$ cat config.mk
export PLATFORM = sky130hd
export DESIGN_NAME = skip_or_move_instr_datapath
export DESIGN_NICKNAME = d
export VERILOG_FILES = /design/src/shared/skip_move_pkg.sv /design/src/file_regs.sv /design/src/skip_or_move_instr_datapath.sv
export SDC_FILE = /design/constraint.sdc
export NUM_CORES = 1
export LEC_CHECK = 0
export ABC_AREA = 0
export BUFFER_PORTS_ARGS = -buffer_cell sky130_fd_sc_hd__buf_4
export CAP_MARGIN = 25
export CORE_UTILIZATION = 50
export DETAILED_ROUTE_END_ITERATION = 8
export PLACE_DENSITY = 0.68
export SLEW_MARGIN = 20
export SYNTH_ARGS = -nofsm -noshare
export SYNTH_HDL_FRONTEND = slang
export SYNTH_SLANG_ARGS = --single-unit
$ cat constraint.sdc
create_clock -name mclk -period 6.5 [get_ports mclk]
set_input_delay 0.65 -clock mclk [delete_from_list [all_inputs] [get_ports mclk]]
set_output_delay 0.65 -clock mclk [all_outputs]
set_load 0.05 [all_outputs]
$ cat src/shared/skip_move_pkg.sv
// Purpose: Constants and types shared by the skip-or-move datapath
// Assumes: One instruction presented per instruction cycle on mclk
// Notes:   Opcode codes are local to this block, not a machine encoding
package skip_move_pkg;
  localparam int DATA_W = 8;
  localparam int ADDR_W = 7;
  localparam int FILE_DEPTH = 128;
  localparam logic [7:0] ACC_RESET = 8'h00;
  localparam logic ZERO_RESET = 1'b0;
  localparam logic DEST_ACC = 1'b0;
  localparam logic DEST_FILE = 1'b1;
  localparam int SKIP_CYCLES = 2;

  typedef enum logic [2:0] {
    nop_op,
    decrement_skip_zero_op,
    increment_skip_zero_op,
    or_literal_into_acc_op,
    load_literal_acc_op,
    or_acc_with_file_op,
    store_acc_to_file_op
  } op_e;
endpackage : skip_move_pkg

$ cat src/file_regs.sv
// Purpose: File register array, one write port and one read port
// Assumes: Read is combinational, write on the clock edge
// Notes:   Contents are not reset, as in a real data memory
`timescale 1ns/100ps
module file_regs #(
  parameter int DEPTH = skip_move_pkg::FILE_DEPTH,
  parameter int AW    = skip_move_pkg::ADDR_W
) (
  input  wire logic          mclk,
  input  wire logic          wr_en,
  input  wire logic [AW-1:0] wr_addr,
  input  wire logic [7:0]    wr_data,
  input  wire logic [AW-1:0] rd_addr,
  output logic      [7:0]    rd_data
);
  logic [7:0] mem [DEPTH];

  initial begin
    if (DEPTH > (1 << AW)) $error("Depth exceeds address range");
  end

  always_ff @(posedge mclk) begin
    if (wr_en) begin
      mem[wr_addr] <= wr_data;
    end
  end

  assign rd_data = mem[rd_addr];
endmodule : file_regs

$ cat src/skip_or_move_instr_datapath.sv
// Purpose: Executes six accumulator and file-register instructions
// Assumes: op_valid marks a new instruction each instruction cycle
// Notes:   Skip result squashes the following instruction
//
// Summary of operation
// - Decrement file, result to acc or file
// - Zero decrement result skips next instruction
// - Increment file, route by dest, no flags
// - Zero increment result skips next instruction
// - OR literal into acc, update zero
// - Load literal into acc, no flags
// - OR acc with file, route, update zero
// - Store acc into addressed file register
`timescale 1ns/100ps
module skip_or_move_instr_datapath #(
  parameter int AW = skip_move_pkg::ADDR_W
) (
  input  wire logic              mclk,
  input  wire logic              rst,
  input  wire logic              op_valid,
  input  skip_move_pkg::op_e     op,
  input  wire logic [AW-1:0]     file_addr,
  input  wire logic              dest,
  input  wire logic [7:0]        literal,
  output logic      [7:0]        acc,
  output logic                   zero_flag,
  output logic                   skip_active,
  output logic                   done,
  output logic                   file_wr,
  output logic      [AW-1:0]     file_wr_addr,
  output logic      [7:0]        file_wr_data
);
  typedef struct packed {
    logic [7:0]    acc;
    logic          zero_flag;
    logic          skip_active;
    logic          done;
    logic          file_wr;
    logic [AW-1:0] file_wr_addr;
    logic [7:0]    file_wr_data;
  } state_s;

  state_s st;
  state_s next_st;
  logic [7:0] file_rd;
  logic [7:0] result;
  logic       write_file;
  logic       write_acc;
  logic       touch_zero;
  logic       skip_req;
  logic       exec;

  initial begin
    if (AW != skip_move_pkg::ADDR_W) $error("Address width must be 7");
  end

  // Write lands on the edge, so a following read sees the new value
  file_regs #(.DEPTH(skip_move_pkg::FILE_DEPTH), .AW(AW)) u_regs (
    .mclk    (mclk),
    .wr_en   (next_st.file_wr),
    .wr_addr (next_st.file_wr_addr),
    .wr_data (next_st.file_wr_data),
    .rd_addr (file_addr),
    .rd_data (file_rd)
  );

  function automatic logic is_zero(input logic [7:0] v);
    return v == 8'h00;
  endfunction : is_zero

  // Instruction arriving during the skip cycle is discarded
  assign exec = op_valid && !st.skip_active;

  always_comb begin
    result     = 8'h00;
    write_file = 1'b0;
    write_acc  = 1'b0;
    touch_zero = 1'b0;
    skip_req   = 1'b0;
    case (op)
      skip_move_pkg::decrement_skip_zero_op: begin
        result     = file_rd - 8'h01;
        write_file = dest == skip_move_pkg::DEST_FILE;
        write_acc  = dest == skip_move_pkg::DEST_ACC;
        skip_req   = is_zero(result);
      end
      skip_move_pkg::increment_skip_zero_op: begin
        result     = file_rd + 8'h01;
        write_file = dest == skip_move_pkg::DEST_FILE;
        write_acc  = dest == skip_move_pkg::DEST_ACC;
        skip_req   = is_zero(result);
      end
      skip_move_pkg::or_literal_into_acc_op: begin
        result     = st.acc | literal;
        write_acc  = 1'b1;
        touch_zero = 1'b1;
      end
      skip_move_pkg::load_literal_acc_op: begin
        result    = literal;
        write_acc = 1'b1;
      end
      skip_move_pkg::or_acc_with_file_op: begin
        result     = st.acc | file_rd;
        write_file = dest == skip_move_pkg::DEST_FILE;
        write_acc  = dest == skip_move_pkg::DEST_ACC;
        touch_zero = 1'b1;
      end
      skip_move_pkg::store_acc_to_file_op: begin
        result     = st.acc;
        write_file = 1'b1;
      end
      default: begin
        result = 8'h00;
      end
    endcase
  end

  always_comb begin
    next_st              = st;
    next_st.file_wr      = 1'b0;
    next_st.done         = 1'b0;
    next_st.skip_active  = 1'b0;
    next_st.file_wr_addr = file_addr;
    next_st.file_wr_data = result;
    if (exec) begin
      next_st.done        = 1'b1;
      next_st.file_wr     = write_file;
      next_st.skip_active = skip_req;
      if (write_acc) begin
        next_st.acc = result;
      end
      if (touch_zero) begin
        next_st.zero_flag = is_zero(result);
      end
    end
  end

  always_ff @(posedge mclk or posedge rst) begin
    if (rst) begin
      st <= '{acc: skip_move_pkg::ACC_RESET, zero_flag: skip_move_pkg::ZERO_RESET,
              default: '0};
    end else begin
      st <= next_st;
    end
  end

  assign acc          = st.acc;
  assign zero_flag    = st.zero_flag;
  assign skip_active  = st.skip_active;
  assign done         = st.done;
  assign file_wr      = st.file_wr;
  assign file_wr_addr = st.file_wr_addr;
  assign file_wr_data = st.file_wr_data;
endmodule : skip_or_move_instr_datapath

# [Word level (Yosys, flattened, before mapping)]
# Memories as Yosys holds them, arrays and structs flattened.
# Index checks and enable logic that the tools add are counted.
[word_totals] ff_bits=27 mem_bits_rw=1024 in_bits=22 out_inout_bits=27 word_cells=37 n_memories=1
[op_classes] n_addsub=2 n_eq_ne=6 muxes=8 bitwise_logic=3 n_reduce_logical=10
[mem_list] memory="u_regs.mem" words=128 word_bits=8 read_ports=1 rd_ports_with_merged_regs=0 wr=1 line="file_regs.sv:16" rtl="logic [7:0] mem [DEPTH];"
[ops] op="one-hot mux 8 bit (6 select lines)" count=1
[ops] op="logical NOT 8 bit" count=3
[ops] op="OR 8 bit" count=2
[ops] op="== test 3 bit (second input constant)" count=3
[ops] op="adder 8 x 1 -> 8 bit (second input constant)" count=1
[ops] op="subtractor 8 x 1 -> 8 bit (second input constant)" count=1
[ops] op="== test 3 x 2 -> 1 bit (second input constant)" count=2
[ops] op="one-hot mux 1 bit (2 select lines)" count=3
[ops] op="AND reduction 2 bit" count=2
[ops] op="OR reduction 2 bit" count=2
[ops] op="== test 3 x 1 -> 1 bit (second input constant)" count=1
[ops] op="2-to-1 mux 1 bit" count=3
[ops] op="2-to-1 mux 3 bit" count=1
[ops] op="OR reduction 3 bit" count=1
[ops] op="logical AND 1 bit" count=1
[ops] op="logical NOT 1 bit" count=1
[ops] op="NOT 1 bit" count=1

# [Depth between registers and ports, before layout]
# Gate-level depths: netlist (run 1).
# An unclocked memory read counts as a cell.
[logic_depth] word_depth=7 mapped_depth=21 ltp_nobuf=15

# [Hierarchy]
# From an unflattened synthesis (run 1), not the netlist that was laid out.
[hier_totals] hier_cells=1841 hier_area_um2=41342.2
[by_module_without_submodules] module="file_regs" n_inst=1 cells_per_inst=1627 area_each_um2=39505.4 seq_area_each_um2=30749.5
[by_module_without_submodules] module="skip_or_move_instr_datapath" n_inst=1 cells_per_inst=214 area_each_um2=1836.8 seq_area_each_um2=675.6

# [Least setup slack after synthesis (run 1)]
# No wires, ideal clock.
[synth_path] path_type="input to register" startpoint="input file_addr[0]" endpoint="memory u_regs.mem[0][2] (data pin)" setup_ns=0.889 arrival_ns=6.895 t_required_ns=5.611 setup_slack_ns=-1.284 cell_stages=13 path_buffers=2 path_cell_list="buf_2 -> buf_2 -> mux4_2 -> mux4_2 -> mux4_2 -> mux2i_4 -> inv_2 -> ha_1 -> o21ai_0 -> nand2_1 -> o221ai_1 -> nor2_1 -> o211ai_1"
[synth_rtl] element="start, declared" line="skip_or_move_instr_datapath.sv:22" rtl="input wire logic [AW-1:0] file_addr,"
[synth_rtl] element="end, declared" line="file_regs.sv:16"

==> qor.yml, run 1 <==
status: "completed"
synthCells: 2301
placed_cells: 3393
root_buffer: "clkbuf_16"
critPathArrivalTime_ns: 5.52
synth_flop_cell: "edfxtp_1"
min_period_ns: 5.29
overflow: 0
crit_family: "buffers and inverters"
grt_max_degree: 130
fin_area_um2: 47500
clock.fmax_mhz: 189
gp_congestion: 0.925
postRouteAntennaNets: 0
grt_pass1_vias: 23900
fin_cells: 3596
p_leak_nw: 15.2
synth_cell_types: 75
endpoint_kind: "flop"
fillers: 6060
slew_headroom: 0.279
synth-seq-area-share: 0.753
ioPinCount: 49
synthTopCellsByCount: "edfxtp_1, nor2_1, mux4_2, a221oi_1, nand2_1"
synthXorXnorAreaFrac: 0.00168
synth_fp_nets: 2327
fp.dieArea_um2: 84600
power_density_nw_per_um2: 322
grt_pass1_wl_um: 171000
cts_tree: "built"
worst_pin_slew_ns: 1.08
hold_violations: 0
drc: 0
power.switching_mw: 3.65
synth_top_family_by_area: "multiplexers"
worstSkewPairLatency_ns: 0.67
syn2layout_area_growth_pct: 13.8
fp-row-count: 105
drv_slew: 0
cpPeakStageDelay_ns: 0.83
antenna_found_initial: 3
ir_drop_mv: 0.234
worst-path-buf-inv: 7
synthMuxAreaShare: 0.106
path_class: "primary input to flop"
wl_um: 119000
layout-drive-gt1-share: 0.228
synth-simple-area-share: 0.0421
placed_area_um2: 44100
syn_area_um2: 41700
via_count: 24300
yosysTopAreaCell: "edfxtp_1"
tns_ns: 0
die_h_um: 291
synth.most_common_cell: "edfxtp_1"
vias_per_cell: 6.75
synthTopCellsByArea: "edfxtp_1, mux4_2, a221oi_1"
ys_warn_count: 0
synth_compound_area_frac: 0.0766
core_um2: 82400
finalCritPeriodShare: 0.814
synth_area_per_cell_um2: 18.1
ctsResizeCount: 0
cts_max_level: 3
clk_pin_slew_ns: 0.06
drt_iter0_drc: 3947
start_util: 0.507
numCtsBuffers: 105
synth_edf_count: 1024
synth_fa_ha_area_frac: 0.00120
nets: 2464
wl_per_cell_um: 33.1
setup_viol: 0
clkPwrFrac: 0.387
power_frac_comb: 0.098
first_pass_iters: 6
io_buffers: 48
p_int_mw: 11.6
postCtsHoldBufs: 0
async_flop_share: 0.0257
grt_usage: 0.281
total_power_mw: 15.3
yosys_register_bits: 1051
worstPathCellList: "clkbuf_8 > buf_12 > or2_1 > buf_4 > o22ai_1 > o21ai_0 > nand4_1 > nand4_1 > inv_1 > ha_1 > inv_1 > o22ai_1 > o21ai_0 > a21oi_1 > clkinv_2 > buf_12"
synthDominantCellAreaShare: 0.737
maxCapViolCount: 0
cts_setup_buffers: 0
critical_path_required_ns: 6.73
start_kind: "primary input"
clock-sinks: 1051
die-width_um: 291
swShare: 0.239
rsz0062_at_grt: "false"
slowest_stage: "o21ai_0"
seqPwrFrac: 0.515
finClkSkew_ns: 0.0271
clock_path_buffers: 3
dpl.hpwl_um: 74800
critPathMaxFanout: 129
hold_class: "primary input to async pin"
sequential cells by signal (all words and copies together), names as in the netlist:
| signal | flops |
|---|---|
| acc | 8 |
| done | 1 |
| file_wr | 1 |
| file_wr_addr | 7 |
| file_wr_data | 8 |
| skip_active | 1 |
| u_regs.mem | 1024 |
| zero_flag | 1 |
cell type report:
type | count | area (um^2) | share of cell area
diodes | 2 | 5.00 | 0.000105
clock buffers | 127 | 2780 | 0.0586
clock inverters | 66 | 561 | 0.0118
inverters | 18 | 68.8 | 0.00145
multi-input cells | 1075 | 9610 | 0.202
flip-flops and latches | 1051 | 31400 | 0.662
well taps | 1070 | 1340 | 0.0282
repair buffers | 187 | 1680 | 0.0353
cells in the final DEF (no fill, tap or decap), drive strengths merged, types with 48 or more instances in the layout:
cell and count:
edfxtp 1024, nor2 165, nand2 99, mux4 136, mux2 75, a221oi 117, clkinv 50, buf 185
mux2i 48, clkbuf 129
cells by family (layout without fill, tap and decap cells):
| kind of cell | Yosys count | after routing |
|---|---|---|
| other cells | 0 | 2 |
| mux | 259 | 259 |
| flops | 1051 | 1051 |
| buf+inv | 175 | 398 |
| compound gates | 419 | 419 |
| simple gates | 385 | 385 |
| fa+ha+maj | 4 | 4 |
| xor+xnor | 8 | 8 |
power groups by stage:
stage	clock network, mW	logic, mW	registers (mW)
2_1_floorplan	0	0.709	8.16
3_3_place_gp	0	1.43	8.00
3_5_place_dp	0	1.47	8.00
4_1_cts	5.95	1.47	7.86
5_1_grt	6.19	1.56	7.86
6_report	5.91	1.49	7.86
path summary, 6_finish.rpt:
path,endpoint,from,slack [ns],cells past startpoint
setup / recovery,u_regs.mem[117][1],file_addr[0],1.21,16
hold / removal,acc[5],rst,0.07,3
setup reg to reg,u_regs.mem[114][6],u_regs.mem[37][1],1.99,10
hold reg to reg,zero_flag,zero_flag,0.50,2
max in group asynchronous,file_wr_addr[1],rst,6.16,3
min in group mclk,file_wr_addr[6],file_addr[6],0.27,1
routing by layer:
metal  wire [um]  global-route usage
met1       45100               0.387
met4        5370               0.114
met5          43                   0
met2       53700               0.426
met3       14600              0.0749
worst register-to-register path: stages (launching register included):
cell and delay (ns):
edfxtp_1 0.38, mux4_2 0.49, mux4_2 0.61, mux4_2 0.65, mux2i_4 0.30, ha_1 0.31, and2_1 0.20, nand3_1 0.12
o221a_1 0.31, o211ai_4 0.49, buf_12 0.32
metrics by stage:
| stage | hold WS [ns] | utilization | worst slack, ns |
|---|---|---|---|
| floorplan | 0.681 | - | -0.970 |
| global placement | 0.492 | 0.534 | 0.755 |
| detailed placement | 0.478 | 0.535 | 0.727 |
| CTS | 0.0606 | 0.575 | 1.40 |
| global route | 0.101 | 0.576 | 1.10 |
| finish | 0.0687 | 0.576 | 1.21 |
Power figures use the tool's default switching activity.
==> inputs of run 2 (changes only) <==
==> constraint.sdc (replaced) <==
create_clock -name mclk -period 4.6 [get_ports mclk]
set_input_delay 0.46 -clock mclk [delete_from_list [all_inputs] [get_ports mclk]]
set_output_delay 0.46 -clock mclk [all_outputs]
set_load 0.05 [all_outputs]
==> qor.yml, run 2 (synthesis gave the netlist of run 1 again) <==
path_class: "primary input to flop"  # unchanged
critPathArrivalTime_ns: 4.61  # was 5.52 ns
nets: 2605  # was 2464
final_common_cell: "edfxtp_1"  # unchanged
core_um2: 82400  # unchanged
fp-row-count: 105  # unchanged
status: "completed"  # unchanged
drt_iter0_drc: 3399  # was 3947
start_util: 0.507  # unchanged
critical_path_required_ns: 4.98  # was 6.73 ns
overflow: 0  # unchanged
max_flop_register: "u_regs.mem"  # unchanged
setup_viol: 0  # unchanged
p_leak_nw: 16.1  # was 15.2 nW
cts_max_level: 3  # unchanged
wl_um: 124000  # was 119000 um
rsz0062_at_grt: "false"  # unchanged
ir_drop_mv: 0.366  # was 0.234 mV
start_kind: "primary input"  # unchanged
grt_pass1_wl_um: 178000  # was 171000 um
hold_violations: 0  # unchanged
grt_usage: 0.295  # was 0.281
dpl.hpwl_um: 80700  # was 74800 um
fin_area_um2: 49100  # was 47500 um^2
layout-drive-gt1-share: 0.264  # was 0.228
clock-sinks: 1051  # unchanged
antenna_found_initial: 2  # was 3
clk_pin_slew_ns: 0.06  # about the same
numCtsBuffers: 103  # was 105
finalWorstSetupSlack_ns: 0.375  # was 1.21 ns
final_cell_mix: "edfxtp_1, buf_4, nor2_1"  # unchanged
root_buffer: "clkbuf_16"  # unchanged
min_period_ns: 4.23
worst_pin_slew_ns: 1.16  # was 1.08 ns
placed_area_um2: 45600  # was 44100 um^2
clock_path_buffers: 3  # unchanged
worstSkewPairLatency_ns: 0.69  # was 0.67 ns
cts_tree: "built"  # unchanged
drv_slew: 0  # unchanged
slew_headroom: 0.222  # was 0.279
power_density_nw_per_um2: 450  # was 322 nW/um^2
largest_reg_flops: 1024  # unchanged
dp_slack_ns: -0.182  # was 0.727 ns
finClkSkew_ns: 0.0412  # was 0.0271 ns
die-width_um: 291  # unchanged
gp_congestion: 0.930  # was 0.925
via_count: 25100  # was 24300
finalCritPeriodShare: 0.919
maxCapViolCount: 0  # unchanged
drc: 0  # unchanged
first_pass_iters: 6  # unchanged
ctsResizeCount: 0  # unchanged
syn2layout_area_growth_pct: 17.6  # was 13.8%
endpoint_kind: "flop"  # unchanged
vias_per_cell: 6.70  # was 6.75
critPathMaxFanout: 48  # was 129
io_buffers: 48  # unchanged
grt_pass1_vias: 24600  # was 23900
fin_util: 0.596  # was 0.576
postRouteAntennaNets: 0  # unchanged
hold_class: "primary input to flop"  # was primary input to async pin
ioPinCount: 49  # unchanged
wl_per_cell_um: 33.3  # was 33.1 um
hold_ws_ns: 0.0507  # was 0.0687 ns
clock.fmax_mhz: 237
fp.dieArea_um2: 84600  # unchanged
die_h_um: 291  # unchanged
grt_max_degree: 66  # was 130
-- run 2: cell count changes in the layout (fill, tap and decap cells not counted), sizes merged, moves of 3 or more --
cell	change
buf	+143
bufinv	+5
clkinv	-3
inv	-3
-- run 2: routing by layer --
metal  track usage  vias up  routed length (um)
li1              -    10000                   -
met1         0.406    12800               46600
met2         0.455     1882               57600
met3        0.0615      305               14400
met4         0.132        2                5720
met5             0        -                   9
-- run 2: through the flow --
stage / power (mW) / TNS (ns) / instances
after detailed placement: 13.7 / -41.84 / 3536
after global placement: 13.6 / -13.27 / 3531
after floorplan: 12.5 / -775.07 / 2301
after CTS: 22.1 / 0 / 3729
after global routing: 22.6 / 0 / 3737
final: 22.1 / 0 / 3737
-- run 2: critical path, cell delays in order --
cell      delay [ns]
buf_6           0.17
buf_12          0.20
and3_1          0.22
buf_12          0.17
a22oi_1         0.19
o211ai_1        0.15
buf_4           0.17
o211ai_1        0.20
o221ai_1        0.32
buf_4           0.24
buf_4           0.13
a211oi_1        0.75
nand4_1         0.20
xnor2_1         0.19
a221o_4         0.56
buf_12          0.22
-- run 2: what timing repair did --
| item | in CTS | in global routing |
|---|---|---|
| endpoints found under the hold margin | 27 | 0 |
| endpoints found under the setup margin | 0 | 0 |
| buffers inserted | 0 | 0 |
| hold buffers | 1 | 0 |
-- run 2: area by class of cell --
class | count | area (um^2)
sequential | 1051 | 31400
tap | 1070 | 1340
fill | 5888 | 33300
inverter | 18 | 68.8
clock inverter | 65 | 767
antenna | 1 | 2.50
clock buffer | 127 | 2690
timing repair buffer | 330 | 3180
multi-input combinational | 1075 | 9600
-- run 2: power breakdown --
| part | switching (mW) | total, mW | internal, mW |
|---|---|---|---|
| combinational | 1.63 | 2.41 | 0.778 |
| sequential | 0.0524 | 11.1 | 11.0 |
| clock | 3.63 | 8.59 | 4.96 |
-- run 2: worst paths after layout --
check                                         from  slack [ns]                 to  depth (start not counted)
worst min-delay path                  file_addr[5]        0.05    file_wr_addr[5]                          1
worst max register to register  u_regs.mem[104][4]        0.38  u_regs.mem[58][7]                         13
worst max-delay path                  file_addr[1]        0.37  u_regs.mem[58][7]                         16
min in group asynchronous                      rst        0.47    file_wr_addr[6]                          4
max in group asynchronous                      rst        3.75    file_wr_addr[4]                          4
worst min register to register           zero_flag        0.50          zero_flag                          2
